===== src/verilog/assa_params.svh =====
// offsets, bit positions, reset values and widths of the audio SMI status aggregator
// assumes inclusion by bare name from any file of the block
`ifndef ASSA_PARAMS_SVH
`define ASSA_PARAMS_SVH

// register offsets on the plain register port
`define ASSA_OFF_STATUS 8'h10
`define ASSA_OFF_MIRROR 8'h12
`define ASSA_OFF_MASK 8'h16

// address and data widths of the register port
`define ASSA_ADDR_W 8
`define ASSA_DATA_W 16

// status bit of engine 3; engines 4 and 5 sit in the two bits above
`define ASSA_ENG_BASE_BIT 5
`define ASSA_ENG_COUNT 3

// reset values
`define ASSA_STATUS_RST 16'h0000
`define ASSA_MASK_RST 8'hFF

`endif


===== src/verilog/assa_pkg.sv =====
// types shared by the audio SMI status aggregator
// assumes assa_params.svh sits beside it
`default_nettype none
`include "assa_params.svh"

package assa_pkg;

  typedef logic [`ASSA_DATA_W-1:0] assa_word_type;
  typedef logic [`ASSA_ADDR_W-1:0] assa_addr_type;
  typedef logic [`ASSA_ENG_COUNT-1:0] assa_eng_type;

  // which register a port access hits
  typedef enum logic [1:0] {
    ASSA_ACC_NONE = 2'b00,
    ASSA_ACC_STATUS = 2'b01,
    ASSA_ACC_MIRROR = 2'b10,
    ASSA_ACC_MASK = 2'b11
  } assa_access_type;

endpackage

`default_nettype wire


===== src/verilog/assa_ctl_if.sv =====
// decoded register accesses passed from the port decoder to the core
// assumes one clock domain; signals are single-cycle strobes
`default_nettype none

interface assa_ctl_if;
  logic rd_status;
  logic rd_mirror;
  logic rd_mask;
  logic wr_mask;

  modport decoder (
    output rd_status,
    output rd_mirror,
    output rd_mask,
    output wr_mask
  );

  modport core (
    input rd_status,
    input rd_mirror,
    input rd_mask,
    input wr_mask
  );
endinterface

`default_nettype wire


===== src/verilog/assa_reg_port.sv =====
// address decoder for the register port of the audio SMI status aggregator
// assumes strobes are one cycle long and never both high at once
`default_nettype none
`include "assa_params.svh"

module assa_reg_port (
  input wire logic [`ASSA_ADDR_W-1:0] addr,
  input wire logic wr,
  input wire logic rd,
  assa_ctl_if.decoder ctl
);

  // shared by the read and write paths
  function automatic assa_pkg::assa_access_type assa_decode(input logic [`ASSA_ADDR_W-1:0] a);
    case (a)
      `ASSA_OFF_STATUS: assa_decode = assa_pkg::ASSA_ACC_STATUS;
      `ASSA_OFF_MIRROR: assa_decode = assa_pkg::ASSA_ACC_MIRROR;
      `ASSA_OFF_MASK: assa_decode = assa_pkg::ASSA_ACC_MASK;
      default: assa_decode = assa_pkg::ASSA_ACC_NONE;
    endcase
  endfunction

  // writes to status and mirror are dropped: both are read-only to software
  assign ctl.rd_status = rd && (assa_decode(addr) == assa_pkg::ASSA_ACC_STATUS);
  assign ctl.rd_mirror = rd && (assa_decode(addr) == assa_pkg::ASSA_ACC_MIRROR);
  assign ctl.rd_mask = rd && (assa_decode(addr) == assa_pkg::ASSA_ACC_MASK);
  assign ctl.wr_mask = wr && (assa_decode(addr) == assa_pkg::ASSA_ACC_MASK);

endmodule

`default_nettype wire


===== src/verilog/assa_status_bit.sv =====
// one sticky status bit for one audio bus master engine
// assumes enable and end_of_page are synchronous levels from the engine
`default_nettype none

module assa_status_bit (
  input wire logic clk,
  input wire logic rst,
  input wire logic enable,
  input wire logic end_of_page,
  input wire logic rd_clear,
  output logic status,
  output logic next_status
);

  logic set;

  // the engine only raises its bit while enabled and its page flag is set
  assign set = enable && end_of_page;

  // a read clears only once the page flag is gone; set always wins over clear
  assign next_status = set || (status && !(rd_clear && !end_of_page));

  always_ff @(posedge clk or posedge rst) begin
    if (rst) begin
      status <= 1'b0;
    end else begin
      status <= next_status;
    end
  end

endmodule

`default_nettype wire


===== src/verilog/assa_top.sv =====
// second-level audio SMI status aggregator: status, mirror and mask registers
// assumes a plain register port with read data one cycle after the read strobe,
// and engine enable and end-of-page levels synchronous to clk
//
// What this block does
// - status bit 7 reads 1 when engine 5 caused the pending SMI
// - status bit 6 reads 1 when engine 4 caused the pending SMI
// - status bit 5 reads 1 when engine 3 caused the pending SMI
// - engine 5 raises its bit only while enabled, when its page flag sets
// - engine 4 raises its bit only while enabled, when its page flag sets
// - engine 3 raises its bit only while enabled, when its page flag sets
// - a read-only copy of the status stands at offset 12h
// - a status bit cannot clear while its engine's page flag is still set
// - reading the mirror copy leaves every status bit unchanged
//
// Register map, byte offsets on the register port:
//   10h  status; a read returns it and clears bits whose page flag is low
//   12h  mirror of the status; a read never clears anything
//   16h  mask; low byte read and write, upper byte of a write ignored
//   any other offset reads as zero and ignores writes
// Status and mask share one layout: bit 7 engine 5, bit 6 engine 4,
// bit 5 engine 3; the other status bits always read zero.
//
// Outputs:
//   reg_rdata    read answer, the cycle after the strobe only, zero otherwise
//   smi_request  high while any status bit is set; the mask does not apply
//   irq          high while a status bit is set and its mask bit was set a cycle earlier
//
// Timing: an enabled page flag sets its bit at the next edge, and smi_request
// rises at that same edge, as does irq when the engine's mask bit was set, so
// software never sees a request whose cause is not yet readable.
//
// Limitations: software cannot set or clear a bit by writing; the status
// and mirror offsets drop writes, and only a status read clears. A page flag
// that is still up keeps its bit, even across a clearing read in the same
// cycle, because a read clears only bits whose page flag is low.
//
// Hazards: the engine levels are taken as synchronous to clk; a source in
// another clock domain must be brought over by the engine before it lands
// here. The read strobe must never stand together with the write strobe.
//
// The register offsets and the address-and-strobe port were left to the implementer.
`default_nettype none
`include "assa_params.svh"

module assa_top #(
  parameter int ENG_COUNT = `ASSA_ENG_COUNT
) (
  input wire logic clk,
  input wire logic rst,
  input wire logic [`ASSA_ADDR_W-1:0] reg_addr,
  input wire logic [`ASSA_DATA_W-1:0] reg_wdata,
  input wire logic reg_wr,
  input wire logic reg_rd,
  output logic [`ASSA_DATA_W-1:0] reg_rdata,
  input wire logic [ENG_COUNT-1:0] eng_enable,
  input wire logic [ENG_COUNT-1:0] eng_end_of_page,
  output logic smi_request,
  output logic irq
);

  assa_ctl_if ctl ();

  // engine-indexed views of the status and mask; index 0 is engine 3
  logic [ENG_COUNT-1:0] status_bits;
  logic [ENG_COUNT-1:0] next_status_bits;
  logic [ENG_COUNT-1:0] mask_eng;
  logic [7:0] mask;
  assa_pkg::assa_word_type status_word;

  // address decode of the register port
  // writes to the status and mirror offsets never leave the decoder
  assa_reg_port u_port (
    .addr(reg_addr),
    .wr(reg_wr),
    .rd(reg_rd),
    .ctl(ctl)
  );

  // one sticky bit per engine; index 0 is engine 3, index 2 is engine 5
  // the clear strobe comes only from status reads, never from mirror reads
  generate
    for (genvar i = 0; i < ENG_COUNT; i++) begin : g_eng
      assa_status_bit u_bit (
        .clk(clk),
        .rst(rst),
        .enable(eng_enable[i]),
        .end_of_page(eng_end_of_page[i]),
        .rd_clear(ctl.rd_status),
        .status(status_bits[i]),
        .next_status(next_status_bits[i])
      );
    end
  endgenerate

  // place the engine bits; bits 15:8 and 4:0 read as zero
  // bits outside the engine span keep the reset value, so they can never leak
  always_comb begin
    status_word = `ASSA_STATUS_RST;
    for (int i = 0; i < ENG_COUNT; i++) begin
      status_word[`ASSA_ENG_BASE_BIT + i] = status_bits[i];
    end
  end

  // mask bits share the status layout, so engine bits line up
  // the mask keeps all eight bits so software reads back what it wrote
  always_comb begin
    for (int i = 0; i < ENG_COUNT; i++) begin
      mask_eng[i] = mask[`ASSA_ENG_BASE_BIT + i];
    end
  end

  // mask register; the upper byte of a write is ignored
  // a mask read right after a mask write already sees the new value
  always_ff @(posedge clk or posedge rst) begin
    if (rst) begin
      mask <= `ASSA_MASK_RST;
    end else if (ctl.wr_mask) begin
      mask <= reg_wdata[7:0];
    end
  end

  // read data stand for exactly the cycle after the strobe, zero otherwise
  // zero when idle, so a stale answer is never mistaken for a new one
  always_ff @(posedge clk or posedge rst) begin
    if (rst) begin
      reg_rdata <= `ASSA_STATUS_RST;
    end else if (ctl.rd_status || ctl.rd_mirror) begin
      reg_rdata <= status_word;
    end else if (ctl.rd_mask) begin
      reg_rdata <= {8'h00, mask};
    end else begin
      reg_rdata <= `ASSA_STATUS_RST;
    end
  end

  // built from next values so the outputs track the status bits with no lag
  // the request ignores the mask: the top-level logic decides what to do with it
  always_ff @(posedge clk or posedge rst) begin
    if (rst) begin
      smi_request <= 1'b0;
    end else begin
      smi_request <= |next_status_bits;
    end
  end

  // the masked interrupt; mask changes take effect one cycle after the write
  // irq uses the mask as it stood before the edge, hence that lag
  always_ff @(posedge clk or posedge rst) begin
    if (rst) begin
      irq <= 1'b0;
    end else begin
      irq <= |(next_status_bits & mask_eng);
    end
  end

  // the same checks for every engine; index 0 is engine 3
  generate
    for (genvar k = 0; k < ENG_COUNT; k++) begin : g_chk

    end
  endgenerate
endmodule

`default_nettype wire

===== config.mk =====
export PLATFORM = sky130hd
export DESIGN_NAME = assa_top
export DESIGN_NICKNAME = d
export VERILOG_FILES = /design/src/verilog/assa_pkg.sv /design/src/verilog/assa_ctl_if.sv /design/src/verilog/assa_reg_port.sv /design/src/verilog/assa_status_bit.sv /design/src/verilog/assa_top.sv
export VERILOG_INCLUDE_DIRS = /design/src /design/src/verilog
export SDC_FILE = /design/constraint.sdc
export NUM_CORES = 1
export LEC_CHECK = 0
export CAP_MARGIN = 5
export CORE_MARGIN = 2
export CORE_UTILIZATION = 45
export DETAILED_ROUTE_END_ITERATION = 10
export DONT_BUFFER_PORTS = 1
export GPL_TIMING_DRIVEN = 1
export PLACE_DENSITY = 0.65
export SYNTH_ARGS = -nofsm -noshare
export SYNTH_HDL_FRONTEND = slang
export SYNTH_SLANG_ARGS = --single-unit

===== constraint.sdc =====
create_clock -name clk -period 2.5 [get_ports clk]
set_input_delay 0.5 -clock clk [delete_from_list [all_inputs] [get_ports clk]]
set_output_delay 0.5 -clock clk [all_outputs]
set_load 0.02 [all_outputs]

==> results of run 1 <==
## final cells by class
cell class              instances  share of cell area
clock buffers                   3              0.0237
clock inverters                 1             0.00526
inverters                       2             0.00788
multi-input cells              50               0.365
flip-flops and latches         21               0.562
well taps                      27              0.0355
## where the power goes
| part | switching (mW) | internal (mW) | total, mW |
|---|---|---|---|
| logic | 0.0235 | 0.0114 | 0.0349 |
| clock network | 0.0990 | 0.0595 | 0.158 |
| registers | 0.00748 | 0.353 | 0.361 |
| total | 0.130 | 0.424 | 0.554 |
## worst max-delay path: cells and delay by family
kind / cells / cell delay [ns]
simple gates: 3 / 0.71
mux: 1 / 0.38
## synth_stat cells, drive strengths merged (2+ instances only)
master,n
nand3,5
clkbuf,2
buf,8
and2,5
dfrtp,13
a21oi,9
nor2,2
mux2,8
dfstp,8
nor3,3
inv,2
and3,2
nand2b,3
## placed cells by master, fill, tap and decap left out, types with 3 or more instances in the layout
cell / n
mux2_2: 8
a21oi_1: 7
dfrtp_1: 13
nand2b_1: 3
conb_1: 8
clkbuf_4: 3
nor3_1: 3
dfstp_2: 8
nand3_1: 5
and2_1: 5
## state kept, by name, indices dropped and copies added, names as in the netlist
signal              count
g_eng.u_bit.status      3
irq                     1
mask                    8
reg_rdata               8
smi_request             1
## metrics by stage
stage	area (sq um)	instances	util
6_report	952	104	0.485
5_1_grt	952	104	0.485
4_1_cts	952	104	0.485
3_5_place_dp	925	100	0.471
3_3_place_gp	925	100	0.471
2_1_floorplan	958	83	-
## worst max-delay path by stage
stage / startpoint / to / slack, ns / cells past startpoint
after floorplan: reg_addr[5] / smi_request / 0.92 / 4
after global placement: reg_addr[5] / smi_request / 0.88 / 4
after detailed placement: reg_addr[5] / mask[2] / 0.80 / 4
after CTS: reg_addr[5] / mask[2] / 1.13 / 4
after global routing: reg_addr[5] / mask[2] / 1.08 / 4
final: reg_addr[5] / mask[2] / 1.14 / 4
## kinds of logic (layout without fill, tap and decap cells)
group                  count (synthesis)  in the layout  share of synthesized area
other                                  1              8                    0.00402
AOI/OAI and AO/OA                     11             11                     0.0752
buffers and inverters                 12              6                     0.0805
and+or+nand+nor                       23             23                      0.169
muxes                                  8              8                     0.0966
DFF                                   21             21                      0.574
## metal layers
layer	track usage	share of wire	vias up
li1	-	-	247
met1	0.157	0.39	277
met2	0.252	0.56	21
met3	0.0212	0.040	2
met4	0.0556	0.0090	0
met5	0	0	-
==> run metrics, run 1 <==
status=finished clean; Clock Latency Late Sink=0.30 ns; Setup violations, final=0; max-cap viol count=0; reg2reg end=smi_request; die width=49.5 microns; total number of vias=547; worst-path cell chain=nor4b_4 -> nand2_1 -> nor2_4 -> mux2_2; Fmax=734 MHz; Avg Inst Size Synth=12.3 sq um; CP peak stage delay=0.38 ns; CTS Buffer Depth=2; Ys Warns=0; pin count of the biggest net entering global routing=22; Port Buf Inserts=0; sequential-to-total area share from yosys stat=0.574; skew final=0.00790 ns; post_cts resized=0; Routed Antenna Nets=0; # fillers=204; worst reg2reg path depth=3; Synth cell types=22; Post CTS Setup Buffer Count=0; final hold violations=0; Final Power=0.554 mW; row cnt=16; DP Worst Slack=0.799 ns; RePlAce Congestion=0.765; Synth area leader=dfrtp_1; Critical Path Start Type=input port; Post-Route WL=1550 microns; drt wl/cell=14.9 microns; slowest library cell on the worst path=mux2_2; Initial Util=0.475; GRT overflow=0; Reg area=536 sq um; Worst-Margin Slew=0.751 ns; Synth-to-Final Area Change=2.15%; share of cells above drive strength 1=0.338; Clock Pin Slew Worst Setup and Hold Paths=0.12 ns; initial antenna violation count=0; FF-to-FF Start=g_eng[1].u_bit.status; min-delay worst type=input port to asynchronous set/reset pin; fin crit share=0.545; final net count=112; num ports=52; TritonCTS clock tree=yes; top_reg_cell synth=dfrtp_1; CTS sink cnt=21; Arr. time, crit path=1.60 ns; CTS HTree Levels=1; share of the synthesized area in the top cell type=0.349; Die ar.=2450 sq um; TritonCTS Buffers=3; detailed-router iteration count before antenna repair=4; unrepaired setup endpoints after global routing=false; CP Capture Type=register; Max-slew headroom=0.499; #FFs+latches synth=21; worst setup margin=1.14 ns; Crit Path Category=input port to register; PwrDens=582 nW/um^2; gr usage total=0.137; Die H=49.5 microns; area of the multi-input gates=348 sq um; hold_ws=0.205 ns; antenna cells=0; Static Leak=0.405 nW; Max Slew Vio Count=0; Async SR Flop Fraction=1.00; DRC Markers=0; first-pass GRT wire length=2540 microns; Core Footprint=1960 sq um; post-DP HPWL=1220 microns; Area contributors post-synth=dfrtp_1, dfstp_2, mux2_2; clock root cell=clkbuf_4; Starting DRT DRC Count=8; area of the mapped netlist=932 sq um; hold buffer count at CTS=0; data required time of the worst path=2.74 ns; EDFF count, synth=0; Via density=5.26; vias in the first global route=575; Synth Instances=76; Worst VDD drop=0.273 mV; TNS Setup=0 ns; fin crit period=1.36 ns; reg-to-reg slack, setup=1.41 ns; CP max FO=8
No activity file was read; power rests on OpenSTA's default activity.
==> run 2, diff against run 1 <==
==> constraint.sdc (replaced) <==
create_clock -name clk -period 1.4 [get_ports clk]
set_input_delay 0.28 -clock clk [delete_from_list [all_inputs] [get_ports clk]]
set_output_delay 0.28 -clock clk [all_outputs]
set_load 0.02 [all_outputs]
==> run 2 against run 1 <==
  * Flip-flop and latch count unchanged
  * Clock skew shrank 0.0012 ns
  * Sequential power rose by 78%
  * Non-clock buffer count is 2 higher
  * Register-to-register slack got worse by 1.1 ns
  * Critical path type unchanged
==> run metrics, run 2 (synthesis results as in run 1) <==
status=finished clean (unchanged); post_cts resized=0 (unchanged); data required time of the worst path=1.57 ns (was 2.74 ns); TritonCTS clock tree=yes (unchanged); Arr. time, crit path=1.32 ns (was 1.60 ns); share of cells above drive strength 1=0.342 (was 0.338); CTS HTree Levels=1 (unchanged); detailed-router iteration count before antenna repair=4 (unchanged); post-DP HPWL=1230 microns (was 1220 microns); Max Slew Vio Count=0 (unchanged); hold_ws=0.124 ns (was 0.205 ns); Worst VDD drop=0.390 mV (was 0.273 mV); worst reg2reg path depth=3 (unchanged); CP max FO=5 (was 8); RePlAce Congestion=0.782 (was 0.765); met3 Use GR=0.0424 (was 0.0212); Post CTS Setup Buffer Count=0 (unchanged); worst setup margin=0.254 ns (was 1.14 ns); most common cell after layout, fill and taps aside=dfrtp_1 (unchanged); clock root cell=clkbuf_4 (unchanged); Crit Path Category=input port to register (unchanged); skew final=0.00669 ns (was 0.00790 ns); gr usage total=0.142 (was 0.137); GRT busiest layer=met2 (unchanged); Layout Cells excl Fill=106 (was 104); hold buffer count at CTS=1 (was 0); first-pass GRT wire length=2550 microns (was 2540 microns); fin crit share=0.819; CTS sink cnt=21 (unchanged); unrepaired setup endpoints after global routing=false (unchanged); DRC Markers=0 (unchanged); PwrDens=1020 nW/um^2 (was 582 nW/um^2); Via density=5.08 (was 5.26); TritonCTS Buffers=3 (unchanged); Setup violations, final=0 (unchanged); num ports=52 (unchanged); most frequent cells in the layout=dfrtp_1, mux2_2, conb_1, dfstp_2, a21oi_1 (unchanged); DP Worst Slack=-0.0904 ns (was 0.799 ns); Fmax=872 MHz; reg2reg end=smi_request (unchanged); Post-Route WL=1550 microns (unchanged); Routed Antenna Nets=0 (unchanged); Static Leak=0.414 nW (was 0.405 nW); placed cells=101 (was 100); FF-to-FF Start=g_eng[1].u_bit.status (unchanged); min-delay worst type=input port to register (was input port to asynchronous set/reset pin); drt wl/cell=14.6 microns (was 14.9 microns); Core Footprint=1960 sq um (unchanged); final hold violations=0 (unchanged); final net count=114 (was 112); reg-to-reg slack, setup=0.30 ns (was 1.41 ns); hold depth=1; vias in the first global route=545 (was 575); GR Util met1=0.156 (was 0.157); Port Buf Inserts=0 (unchanged); initial antenna violation count=0 (unchanged); Synth-to-Final Area Change=4.03% (was 2.15%); fin crit period=1.15 ns; Clock Latency Late Sink=0.30 ns (about the same); antenna cells=0 (unchanged); Initial Util=0.475 (unchanged); row cnt=16 (unchanged); Clock Pin Slew Worst Setup and Hold Paths=0.11 ns (was 0.12 ns); met2 global-route usage=0.243 (was 0.252); GRT overflow=0 (unchanged); hold_sp=reg_wdata[3]; CP Capture Type=register (unchanged); Critical Path Start Type=input port (unchanged); CTS Buffer Depth=2 (unchanged); TNS Setup=0 ns (unchanged); pin count of the biggest net entering global routing=22 (unchanged); Die H=49.5 microns (unchanged); max-cap viol count=0 (unchanged); Die ar.=2450 sq um (unchanged); total number of vias=538 (was 547); Worst Hold End=mask[3]; Starting DRT DRC Count=4 (was 8); die width=49.5 microns (unchanged); Largest regs=mask: 8 flops, reg_rdata: 8 flops, g_eng.u_bit.status: 3 flops (unchanged)
==> run 2: cell types whose count changed in the layout (fill, tap and decap cells not counted), sizes merged <==
cell         change
dlygate4sd3      +1
buf              +1
==> run 2: power by group <==
part | total [mW] | switching (mW) | leakage [nW] | internal, mW
clock | 0.279 | 0.173 | 0.0177 | 0.106
combinational | 0.0658 | 0.0417 | 0.153 | 0.0240
sequential | 0.644 | 0.0132 | 0.243 | 0.631
==> run 2: worst max-delay path, cell delays in order <==
cell and delay (ns):
nor4b_4 0.31, and3_4 0.27, a21oi_2 0.07, or3_1 0.39
==> run 2: area by class of cell <==
type / instances / area, sq um
timing repair buffer: 2 / 17.5
multi-input combinational: 50 / 348
fill: 195 / 992
clock buffer: 3 / 22.5
sequential: 21 / 536
tap: 27 / 33.8
inverter: 2 / 7.51
clock inverter: 1 / 5.00
==> run 2: per-stage QoR <==
| step | total power, mW | cell area [sq um] | util |
|---|---|---|---|
| CTS | 0.998 | 970 | 0.494 |
| finish | 0.989 | 970 | 0.494 |
| global placement | 0.717 | 932 | 0.475 |
| floorplan | 0.731 | 958 | - |
| global route | 1.05 | 970 | 0.494 |
| detailed placement | 0.720 | 932 | 0.475 |
==> run 2: how the worst max path moves through the flow <==
stage	start	endpoint
6_report	reg_addr[5]	smi_request
5_1_grt	reg_addr[5]	mask[2]
4_1_cts	reg_addr[5]	mask[2]
3_5_place_dp	reg_addr[5]	mask[2]
3_3_place_gp	reg_addr[5]	smi_request
2_1_floorplan	reg_addr[5]	smi_request
==> run 2: routing by layer <==
layer,vias to the layer above,part of all wire
met5,-,0
met1,265,0.38
met3,0,0.049
met2,21,0.57
met4,0,0
li1,252,-
